File: config.mk
export PLATFORM = sky130hd
export DESIGN_NAME = sled_top
export DESIGN_NICKNAME = d
export VERILOG_FILES = /design/src/core/sled_pkg.sv /design/src/core/sled_top.sv /design/src/core/sled_switch.sv
export SDC_FILE = /design/constraint.sdc
export NUM_CORES = 1
export LEC_CHECK = 0
export BUFFER_PORTS_ARGS = -buffer_cell sky130_fd_sc_hd__buf_2
export CORE_UTILIZATION = 45
export DETAILED_ROUTE_END_ITERATION = 6
export GPL_ROUTABILITY_DRIVEN = 0
export SKIP_CTS_REPAIR_TIMING = 1
export SYNTH_ARGS = -nofsm -noshare
export SYNTH_HDL_FRONTEND = slang
export SYNTH_SLANG_ARGS = --single-unit
File: constraint.sdc
create_clock -name ref_clk -period 9.64 [get_ports ref_clk]
set_input_delay 1.928 -clock ref_clk [delete_from_list [all_inputs] [get_ports ref_clk]]
set_output_delay 1.928 -clock ref_clk [all_outputs]
set_load 0.1 [all_outputs]
File: src/core/sled_pkg.sv
// constants shared by the status lamp and user switch logic
package sled_pkg;
  localparam int unsigned CLK_HZ = 200_000_000;
  // times in milliseconds, cycle counts derived from CLK_HZ
  localparam int unsigned POWERUP_MS = 2000;
  localparam int unsigned SLOW_FLASH_MS = 1000;
  localparam int unsigned FAST_FLASH_MS = 500;
  localparam int unsigned BURST_FLASH_MS = 500;
  localparam int unsigned DEBOUNCE_MS = 20;
  localparam int unsigned ATM_HOLD_MS = 3000;
  localparam int unsigned UPGRADE_HOLD_MS = 8000;
  localparam int unsigned CYC_PER_MS = CLK_HZ / 1000;
  localparam logic [31:0] POWERUP_CYC = 32'(POWERUP_MS * CYC_PER_MS);
  // a flash cycle is one lit half and one dark half
  localparam logic [31:0] SLOW_HALF_CYC = 32'(SLOW_FLASH_MS * CYC_PER_MS / 2);
  localparam logic [31:0] FAST_HALF_CYC = 32'(FAST_FLASH_MS * CYC_PER_MS / 2);
  localparam logic [31:0] BURST_HALF_CYC = 32'(BURST_FLASH_MS * CYC_PER_MS / 2);
  localparam logic [31:0] DEBOUNCE_CYC = 32'(DEBOUNCE_MS * CYC_PER_MS);
  localparam logic [31:0] ATM_HOLD_CYC = 32'(ATM_HOLD_MS * CYC_PER_MS);
  localparam logic [31:0] UPGRADE_HOLD_CYC = 32'(UPGRADE_HOLD_MS * CYC_PER_MS);
  localparam logic [2:0] BURST_FLASHES = 3'h3;
  localparam int unsigned ADJ_W = 16;
  localparam logic [ADJ_W-1:0] FACTORY_RESET_VAL = 16'h0000;
  // lamp patterns
  localparam logic [2:0] PAT_OFF = 3'h0;
  localparam logic [2:0] PAT_GREEN = 3'h1;
  localparam logic [2:0] PAT_RED = 3'h2;
  localparam logic [2:0] PAT_GREEN_SLOW = 3'h3;
  localparam logic [2:0] PAT_GREEN_FAST = 3'h4;
  localparam logic [2:0] PAT_RED_FAST = 3'h5;
  typedef enum logic [2:0] {
    ST_POWERUP = 3'b001,
    ST_RUN = 3'b010,
    ST_BURST = 3'b100
  } sled_state_t;
endpackage : sled_pkg

File: src/core/sled_top.sv
// status lamp sequencer and user switch front end of the pressure transducer
`timescale 1ns/1ps
`default_nettype none
module sled_top #(
  parameter logic [31:0] POWERUP_CYC = sled_pkg::POWERUP_CYC,
  parameter logic [31:0] SLOW_HALF_CYC = sled_pkg::SLOW_HALF_CYC,
  parameter logic [31:0] FAST_HALF_CYC = sled_pkg::FAST_HALF_CYC,
  parameter logic [31:0] BURST_HALF_CYC = sled_pkg::BURST_HALF_CYC,
  parameter logic [31:0] DEBOUNCE_CYC = sled_pkg::DEBOUNCE_CYC,
  parameter logic [31:0] ATM_HOLD_CYC = sled_pkg::ATM_HOLD_CYC,
  parameter logic [31:0] UPGRADE_HOLD_CYC = sled_pkg::UPGRADE_HOLD_CYC
) (
  input wire logic ref_clk,
  input wire logic nrst,
  input wire logic ce,
  input wire logic testModeActive,
  input wire logic hvOn,
  input wire logic ionStarted,
  input wire logic sensorFail,
  input wire logic upgradeActive,
  input wire logic adjustDone,
  input wire logic adjustOk,
  input wire logic switchPressed,
  input wire logic customerParams,
  input wire logic switchReEnabled,
  input wire logic factoryStore,
  input wire logic [sled_pkg::ADJ_W-1:0] factoryZeroIn,
  input wire logic [sled_pkg::ADJ_W-1:0] factoryAtmIn,
  input wire logic restoreFactoryZeroCommand,
  input wire logic restoreFactoryAtmosphereCommand,
  output logic ledRed,
  output logic ledGreen,
  output logic powerUpDone,
  output logic vacuumZeroCommand,
  output logic atmosphereAdjustCommand,
  output logic upgradeEntryCommand,
  output logic [sled_pkg::ADJ_W-1:0] restoredZero,
  output logic [sled_pkg::ADJ_W-1:0] restoredAtm,
  output logic restoredZeroValid,
  output logic restoredAtmValid
);
  import sled_pkg::*;

  ////////////////////////////////////////////////////////////////////////////
  // helpers

  function automatic logic [31:0] halfPeriod(input logic [2:0] pat);
    case (pat)
      PAT_GREEN_SLOW: halfPeriod = SLOW_HALF_CYC;
      PAT_GREEN_FAST: halfPeriod = FAST_HALF_CYC;
      PAT_RED_FAST: halfPeriod = FAST_HALF_CYC;
      default: halfPeriod = 32'h0;
    endcase
  endfunction : halfPeriod

  function automatic logic isBlinking(input logic [2:0] pat);
    isBlinking = (pat == PAT_GREEN_SLOW) || (pat == PAT_GREEN_FAST) || (pat == PAT_RED_FAST);
  endfunction : isBlinking

  ////////////////////////////////////////////////////////////////////////////
  // sequencer state

  sled_state_t state;
  sled_state_t next_state;
  logic [31:0] seqCnt;
  logic [2:0] burstStep;
  logic burstGreen;
  logic [31:0] blinkCnt;
  logic blinkOn;
  logic [2:0] lastPattern;

  wire puEnd = (state == ST_POWERUP) && (seqCnt >= POWERUP_CYC - 32'h1);
  wire burstHalfEnd = (state == ST_BURST) && (seqCnt >= BURST_HALF_CYC - 32'h1);
  wire burstLast = burstStep == 3'((BURST_FLASHES << 1) - 3'h1);
  // a result arriving during a burst restarts it with the newer outcome
  wire burstStart = adjustDone && (state != ST_POWERUP);

  always_comb begin
    next_state = state;
    case (state)
      ST_POWERUP: begin
        if (puEnd) next_state = ST_RUN;
      end
      ST_RUN: begin
        if (burstStart) next_state = ST_BURST;
      end
      ST_BURST: begin
        if (burstStart) next_state = ST_BURST;
        else if (burstHalfEnd && burstLast) next_state = ST_RUN;
      end
      default: next_state = ST_POWERUP;
    endcase
  end

  always_ff @(posedge ref_clk or negedge nrst) begin
    if (!nrst) begin
      state <= ST_POWERUP;
      seqCnt <= 32'h0;
      burstStep <= 3'h0;
      burstGreen <= 1'b0;
    end else if (ce) begin
      state <= next_state;
      if (burstStart) begin
        seqCnt <= 32'h0;
        burstStep <= 3'h0;
        burstGreen <= adjustOk;
      end else if (burstHalfEnd || puEnd) begin
        seqCnt <= 32'h0;
        burstStep <= burstStep + 3'h1;
      end else if (state != ST_RUN) begin
        seqCnt <= seqCnt + 32'h1;
      end
    end
  end

  ////////////////////////////////////////////////////////////////////////////
  // pattern selection, highest priority first

  wire [2:0] runPattern =
    testModeActive ? PAT_GREEN_SLOW :
    (hvOn && ionStarted) ? PAT_GREEN_FAST :
    (hvOn && !ionStarted) ? PAT_RED_FAST :
    PAT_GREEN;
  wire [2:0] burstPattern = burstStep[0] ? PAT_OFF : (burstGreen ? PAT_GREEN : PAT_RED);
  wire [2:0] selPattern =
    (state == ST_POWERUP) ? PAT_RED :
    upgradeActive ? PAT_OFF :
    sensorFail ? PAT_RED :
    (state == ST_BURST) ? burstPattern :
    runPattern;

  // the blink timer restarts lit whenever the pattern changes, so a new
  // state is always seen at once instead of waiting out a dark half
  wire patChange = selPattern != lastPattern;
  wire blinkEdge = isBlinking(selPattern) && (blinkCnt >= halfPeriod(selPattern) - 32'h1);

  always_ff @(posedge ref_clk or negedge nrst) begin
    if (!nrst) begin
      lastPattern <= PAT_RED;
      blinkCnt <= 32'h0;
      blinkOn <= 1'b1;
    end else if (ce) begin
      lastPattern <= selPattern;
      if (patChange || !isBlinking(selPattern)) begin
        // the change cycle is already lit, so it counts as the first lit cycle
        blinkCnt <= patChange ? 32'h1 : 32'h0;
        blinkOn <= 1'b1;
      end else if (blinkEdge) begin
        blinkCnt <= 32'h0;
        blinkOn <= !blinkOn;
      end else begin
        blinkCnt <= blinkCnt + 32'h1;
      end
    end
  end

  wire litNow = patChange || blinkOn;
  wire next_red = ((selPattern == PAT_RED) || ((selPattern == PAT_RED_FAST) && litNow));
  wire next_green = (selPattern == PAT_GREEN) ||
    (((selPattern == PAT_GREEN_SLOW) || (selPattern == PAT_GREEN_FAST)) && litNow);

  // lamp is red from reset so power-up shows before the first edge
  always_ff @(posedge ref_clk or negedge nrst) begin
    if (!nrst) begin
      ledRed <= 1'b1;
      ledGreen <= 1'b0;
      powerUpDone <= 1'b0;
    end else if (ce) begin
      ledRed <= next_red;
      ledGreen <= next_green;
      if (puEnd) powerUpDone <= 1'b1;
    end
  end

  ////////////////////////////////////////////////////////////////////////////
  // user switch

  // switch is live only after power-up and outside upgrade mode
  wire switchAllowed = (!customerParams || switchReEnabled) &&
    (state != ST_POWERUP) && !upgradeActive;

  sled_switch #(
    .DEBOUNCE_CYC(DEBOUNCE_CYC),
    .ATM_HOLD_CYC(ATM_HOLD_CYC),
    .UPGRADE_HOLD_CYC(UPGRADE_HOLD_CYC)
  ) u_switch (
    .ref_clk(ref_clk),
    .nrst(nrst),
    .ce(ce),
    .allow(switchAllowed),
    .switchPressed(switchPressed),
    .vacuumZeroCommand(vacuumZeroCommand),
    .atmosphereAdjustCommand(atmosphereAdjustCommand),
    .upgradeEntryCommand(upgradeEntryCommand)
  );

  ////////////////////////////////////////////////////////////////////////////
  // factory adjustment store; switch actions never write it, so an
  // accidental press can always be undone

  logic [ADJ_W-1:0] factoryZero;
  logic [ADJ_W-1:0] factoryAtm;

  always_ff @(posedge ref_clk or negedge nrst) begin
    if (!nrst) begin
      factoryZero <= FACTORY_RESET_VAL;
      factoryAtm <= FACTORY_RESET_VAL;
    end else if (ce && factoryStore) begin
      factoryZero <= factoryZeroIn;
      factoryAtm <= factoryAtmIn;
    end
  end

  always_ff @(posedge ref_clk or negedge nrst) begin
    if (!nrst) begin
      restoredZero <= FACTORY_RESET_VAL;
      restoredAtm <= FACTORY_RESET_VAL;
      restoredZeroValid <= 1'b0;
      restoredAtmValid <= 1'b0;
    end else if (ce) begin
      restoredZeroValid <= restoreFactoryZeroCommand;
      restoredAtmValid <= restoreFactoryAtmosphereCommand;
      if (restoreFactoryZeroCommand) restoredZero <= factoryZero;
      if (restoreFactoryAtmosphereCommand) restoredAtm <= factoryAtm;
    end
  end
endmodule : sled_top
`default_nettype wire

File: src/core/sled_switch.sv
// debounce and hold-time classification of the user push switch
`timescale 1ns/1ps
`default_nettype none
module sled_switch #(
  parameter logic [31:0] DEBOUNCE_CYC = sled_pkg::DEBOUNCE_CYC,
  parameter logic [31:0] ATM_HOLD_CYC = sled_pkg::ATM_HOLD_CYC,
  parameter logic [31:0] UPGRADE_HOLD_CYC = sled_pkg::UPGRADE_HOLD_CYC
) (
  input wire logic ref_clk,
  input wire logic nrst,
  input wire logic ce,
  input wire logic allow,
  input wire logic switchPressed,
  output logic vacuumZeroCommand,
  output logic atmosphereAdjustCommand,
  output logic upgradeEntryCommand
);
  import sled_pkg::*;

  logic stable;
  logic [31:0] debCnt;
  logic [31:0] holdCnt;
  logic armed;
  wire differs = switchPressed != stable;
  wire debDone = differs && (debCnt >= DEBOUNCE_CYC - 32'h1);
  wire released = debDone && stable;
  wire holdAtm = holdCnt >= ATM_HOLD_CYC;
  wire holdUpg = holdCnt >= UPGRADE_HOLD_CYC;

  ////////////////////////////////////////////////////////////////////////////
  always_ff @(posedge ref_clk or negedge nrst) begin
    if (!nrst) begin
      stable <= 1'b0;
      debCnt <= 32'h0;
    end else if (ce) begin
      debCnt <= (differs && !debDone) ? debCnt + 32'h1 : 32'h0;
      if (debDone) stable <= switchPressed;
    end
  end

  // a press is only armed if the switch was allowed when it went down,
  // so re-enabling mid-press cannot fire a half-measured action
  always_ff @(posedge ref_clk or negedge nrst) begin
    if (!nrst) begin
      holdCnt <= 32'h0;
      armed <= 1'b0;
    end else if (ce) begin
      if (debDone && !stable) begin
        armed <= allow;
        holdCnt <= 32'h0;
      end else if (stable && !holdUpg) begin
        holdCnt <= holdCnt + 32'h1;
      end
      if (!allow) armed <= 1'b0;
    end
  end

  always_ff @(posedge ref_clk or negedge nrst) begin
    if (!nrst) begin
      vacuumZeroCommand <= 1'b0;
      atmosphereAdjustCommand <= 1'b0;
      upgradeEntryCommand <= 1'b0;
    end else if (ce) begin
      vacuumZeroCommand <= released && armed && allow && !holdAtm;
      atmosphereAdjustCommand <= released && armed && allow && holdAtm && !holdUpg;
      upgradeEntryCommand <= released && armed && allow && holdUpg;
    end
  end
endmodule : sled_switch
`default_nettype wire

==> impl_metrics.xml <==
<?xml version="1.0" encoding="UTF-8"?>
<metrics>
  <group name="grt">
    <metric name="grt_start_max_net_pins" unit="">78</metric>
    <metric name="grt_antenna_before_repair" unit="">0</metric>
    <metric name="grt_first_pass_wirelength" unit="um">41900</metric>
    <metric name="groute.usage.overall" unit="">0.197</metric>
    <metric name="grt_pass1_vias" unit="">8537</metric>
    <metric name="overflow" unit="">0</metric>
  </group>
  <group name="floorplanning">
    <metric name="ioPinCount" unit="">88</metric>
    <metric name="core" unit="sq um">24300</metric>
    <metric name="fp.dieArea" unit="sq um">25400</metric>
    <metric name="row_count" unit="">57</metric>
    <metric name="fp.dieH" unit="um">159</metric>
    <metric name="die_w" unit="um">159</metric>
    <metric name="initial_utilization" unit="">0.458</metric>
  </group>
  <group name="clocking">
    <metric name="ctsHtreeMaxLevel" unit="">1</metric>
    <metric name="clkLatencyLatePin" unit="ps">530</metric>
    <metric name="clockBufferDepth" unit="">3</metric>
    <metric name="cts-buffers-inserted" unit="">25</metric>
    <metric name="clock_tree_from_tritoncts" unit="">built</metric>
    <metric name="clock-sinks" unit="">213</metric>
    <metric name="clock_tree.root_cell" unit="">sky130_fd_sc_hd__clkbuf_16</metric>
    <metric name="worst_setup_hold_path_clk_slew" unit="ps">60</metric>
  </group>
  <group name="yosys">
    <metric name="synth-seq-area-share" unit="">0.479</metric>
    <metric name="async_flop_share" unit="">1.00</metric>
    <metric name="netlist_top_cells_area" unit="">sky130_fd_sc_hd__dfrtp_1, sky130_fd_sc_hd__mux2_2, sky130_fd_sc_hd__nor2_1</metric>
    <metric name="post_synth.cell_area_avg" unit="sq um">9.96</metric>
    <metric name="synth_largest_area_cell" unit="">sky130_fd_sc_hd__dfrtp_1</metric>
    <metric name="postSynthRegisterBits" unit="">213</metric>
    <metric name="synth_warnings" unit="">0</metric>
    <metric name="post_synth_num_cell_types" unit="">78</metric>
    <metric name="synthFlopType" unit="">sky130_fd_sc_hd__dfrtp_1</metric>
    <metric name="synthCells" unit="">1118</metric>
    <metric name="synth_top_cell_area_share" unit="">0.470</metric>
    <metric name="post_synth_instance_area" unit="sq um">11100</metric>
    <metric name="synth_edf_count" unit="">0</metric>
    <metric name="synth_fp_nets" unit="">1197</metric>
  </group>
  <group name="layout">
    <metric name="area_delta_synth_final" unit="%">15.1</metric>
    <metric name="num_antenna_cells" unit="">0</metric>
    <metric name="layout_commonest_cell" unit="">sky130_fd_sc_hd__dfrtp_1</metric>
    <metric name="layout.nets" unit="">1281</metric>
    <metric name="post_route_cells_drive_above_1_share" unit="">0.190</metric>
    <metric name="final_cell_mix" unit="">sky130_fd_sc_hd__dfrtp_1, sky130_fd_sc_hd__nor2_1, sky130_fd_sc_hd__buf_2, sky130_fd_sc_hd__nand2_1, sky130_fd_sc_hd__mux2_2</metric>
  </group>
  <group name="power">
    <metric name="p_sw" unit="mW">0.810</metric>
    <metric name="power.combinational.fraction" unit="">0.192</metric>
    <metric name="power.internal" unit="mW">1.74</metric>
    <metric name="register_share_of_total_power" unit="">0.407</metric>
    <metric name="leakagePower" unit="nW">5.64</metric>
    <metric name="clockPowerShare" unit="">0.401</metric>
    <metric name="netSwitchingFraction" unit="">0.317</metric>
    <metric name="power" unit="mW">2.55</metric>
    <metric name="maximum_vdd_drop" unit="mV">0.171</metric>
    <metric name="power_density" unit="nW/um^2">199</metric>
  </group>
  <group name="critical_path">
    <metric name="critPathMaxFanout" unit="">30</metric>
    <metric name="crit_required" unit="ps">10080</metric>
    <metric name="startpoint_kind_of_the_worst_setup_timing_path" unit="">input pin</metric>
    <metric name="crit_arrival" unit="ps">5570</metric>
    <metric name="critPathCaptureType" unit="">flip-flop</metric>
    <metric name="criticalPathCategory" unit="">input pin to flip-flop</metric>
    <metric name="worstRegToRegCells" unit="">14</metric>
  </group>
  <group name="place">
    <metric name="detailed_place_hpwl" unit="um">16300</metric>
    <metric name="numPortBuffers" unit="">87</metric>
  </group>
  <group name="sta">
    <metric name="ratio_of_final_minimum_period_to_clock_period" unit="">0.533</metric>
    <metric name="worstMarginPinSlew" unit="ps">1170</metric>
    <metric name="finClkSkew" unit="ps">12.3</metric>
    <metric name="final_hold_violation_count" unit="">0</metric>
    <metric name="post-route-min-period" unit="ps">5140</metric>
    <metric name="finalSetupTns" unit="ps">0</metric>
    <metric name="final-max-slew-violation-count" unit="">0</metric>
    <metric name="grt_setup_unrepaired" unit="">false</metric>
    <metric name="maxClockFrequency" unit="MHz">195</metric>
    <metric name="holdWs" unit="ps">466</metric>
    <metric name="finalSetupViolations" unit="">0</metric>
    <metric name="timing.slew.headroom" unit="">0.220</metric>
  </group>
  <group name="detailed_routing">
    <metric name="routed_via_count" unit="">8491</metric>
    <metric name="count_of_routing_violations_after_the_opening_detailed_route_iteration" unit="">581</metric>
    <metric name="ant_nets" unit="">0</metric>
    <metric name="viasPerCell" unit="">5.50</metric>
    <metric name="post_drt_wl_per_cell" unit="um">15.6</metric>
    <metric name="remaining_drc_errors" unit="">0</metric>
    <metric name="routed_wl" unit="um">24200</metric>
    <metric name="firstDrtPassIters" unit="">5</metric>
  </group>
  <group name="worst_hold_path">
    <metric name="whs_path_depth" unit="">2</metric>
    <metric name="worstHoldPathType" unit="">flip-flop to flip-flop</metric>
  </group>
  <group name="outcome">
    <metric name="outcome" unit="">finished clean</metric>
  </group>
  <group name="flow_run">
    <metric name="max-cap-violations" unit="">0</metric>
  </group>
</metrics>
==> path summary, 6_finish.rpt <==
check / startpoint / endpoint / slack [ps]
min reg2reg: powerUpDone / powerUpDone / 470
max reg2reg: state[0] / blinkOn / 4990
min in group asynchronous: nrst / seqCnt[13] / 1390
max in group asynchronous: nrst / seqCnt[30] / 6920
max: hvOn / blinkOn / 4500
min: powerUpDone / powerUpDone / 470
==> sequential cells by signal, summed over array words and instances (netlist names) <==
signal and flops:
blinkCnt 32, seqCnt 32, u_switch.debCnt 32, u_switch.holdCnt 32
factoryAtm 16, factoryZero 16, restoredAtm 16, restoredZero 16
burstStep 3, lastPattern 3, state 3, blinkOn 1
burstGreen 1, ledGreen 1, ledRed 1, powerUpDone 1
restoredAtmValid 1, restoredZeroValid 1, u_switch.armed 1, u_switch.atmosphereAdjustCommand 1
u_switch.stable 1, u_switch.upgradeEntryCommand 1, u_switch.vacuumZeroCommand 1
==> synthesized netlist by cell type, drive strengths merged, types with 13 or more instances <==
library cell / instances
nand2: 82
o21ai: 30
inv: 44
ha: 31
clkbuf: 26
dfrtp: 209
and3: 16
o31ai: 13
nor2: 138
mux2: 67
nor3: 30
nand4: 47
nor4: 15
buf: 14
or3: 17
xnor2: 36
a21oi: 44
xor2: 46
nand3: 54
==> critical path: stages <==
cell                        delay, ps
sky130_fd_sc_hd__buf_2             90
sky130_fd_sc_hd__nor2b_1          130
sky130_fd_sc_hd__and2_1           180
sky130_fd_sc_hd__a211o_1          390
sky130_fd_sc_hd__nor2b_1          190
sky130_fd_sc_hd__inv_1             80
sky130_fd_sc_hd__ha_1             240
sky130_fd_sc_hd__inv_1            240
sky130_fd_sc_hd__ha_1             300
sky130_fd_sc_hd__a211oi_1         220
sky130_fd_sc_hd__o21ai_0          150
sky130_fd_sc_hd__a2111o_1         430
sky130_fd_sc_hd__a22oi_1          410
sky130_fd_sc_hd__a31oi_2          140
sky130_fd_sc_hd__buf_4            270
sky130_fd_sc_hd__a2bb2oi_1        170
==> per-stage QoR <==
step	instances	instance area [sq um]	utilization	setup WS, ps
after global placement	1499	11900	0.489	4150
after detailed placement	1499	11900	0.489	4020
after global routing	1545	12800	0.527	4250
after CTS	1545	12800	0.527	4560
final	1545	12800	0.527	4500
after floorplan	1118	11100	-	4640
==> final cells by class <==
type / count / area [sq um]
inverters: 45 / 169
fillers: 2206 / 11500
flip-flops and latches: 213 / 5340
clock buffers: 31 / 688
clock inverters: 15 / 224
multi-input cells: 820 / 5460
repair buffers: 97 / 520
well taps: 324 / 405
==> power by group through the flow <==
| stage | clock, mW | combinational, mW | sequential, mW |
|---|---|---|---|
| floorplan | 0 | 0.142 | 1.30 |
| global placement | 0 | 0.489 | 1.05 |
| detailed placement | 0 | 0.494 | 1.06 |
| CTS | 1.06 | 0.496 | 1.04 |
| global route | 1.09 | 0.521 | 1.05 |
| finish | 1.02 | 0.490 | 1.04 |
==> metal layers <==
layer / global-route usage / vias to the layer above / share of wire
met2: 0.323 / 142 / 0.46
met5: 0 / - / 0
met3: 0.0315 / 33 / 0.038
met4: 0.0498 / 0 / 0.020
li1: - / 4198 / -
met1: 0.273 / 4118 / 0.48
==> cell families (layout without fill, tap and decap cells) <==
family / count (synthesis) / in the layout / synth area share
AO/OA/AOI/OAI: 168 / 168 / 0.104
flip-flops: 213 / 213 / 0.479
adder cells (fa/ha/maj): 31 / 31 / 0.0348
multiplexers: 72 / 72 / 0.0726
buffers and inverters: 85 / 188 / 0.0310
XOR/XNOR: 82 / 82 / 0.0645
AND/OR/NAND/NOR: 467 / 467 / 0.213
Power figures use the tool's default switching activity.
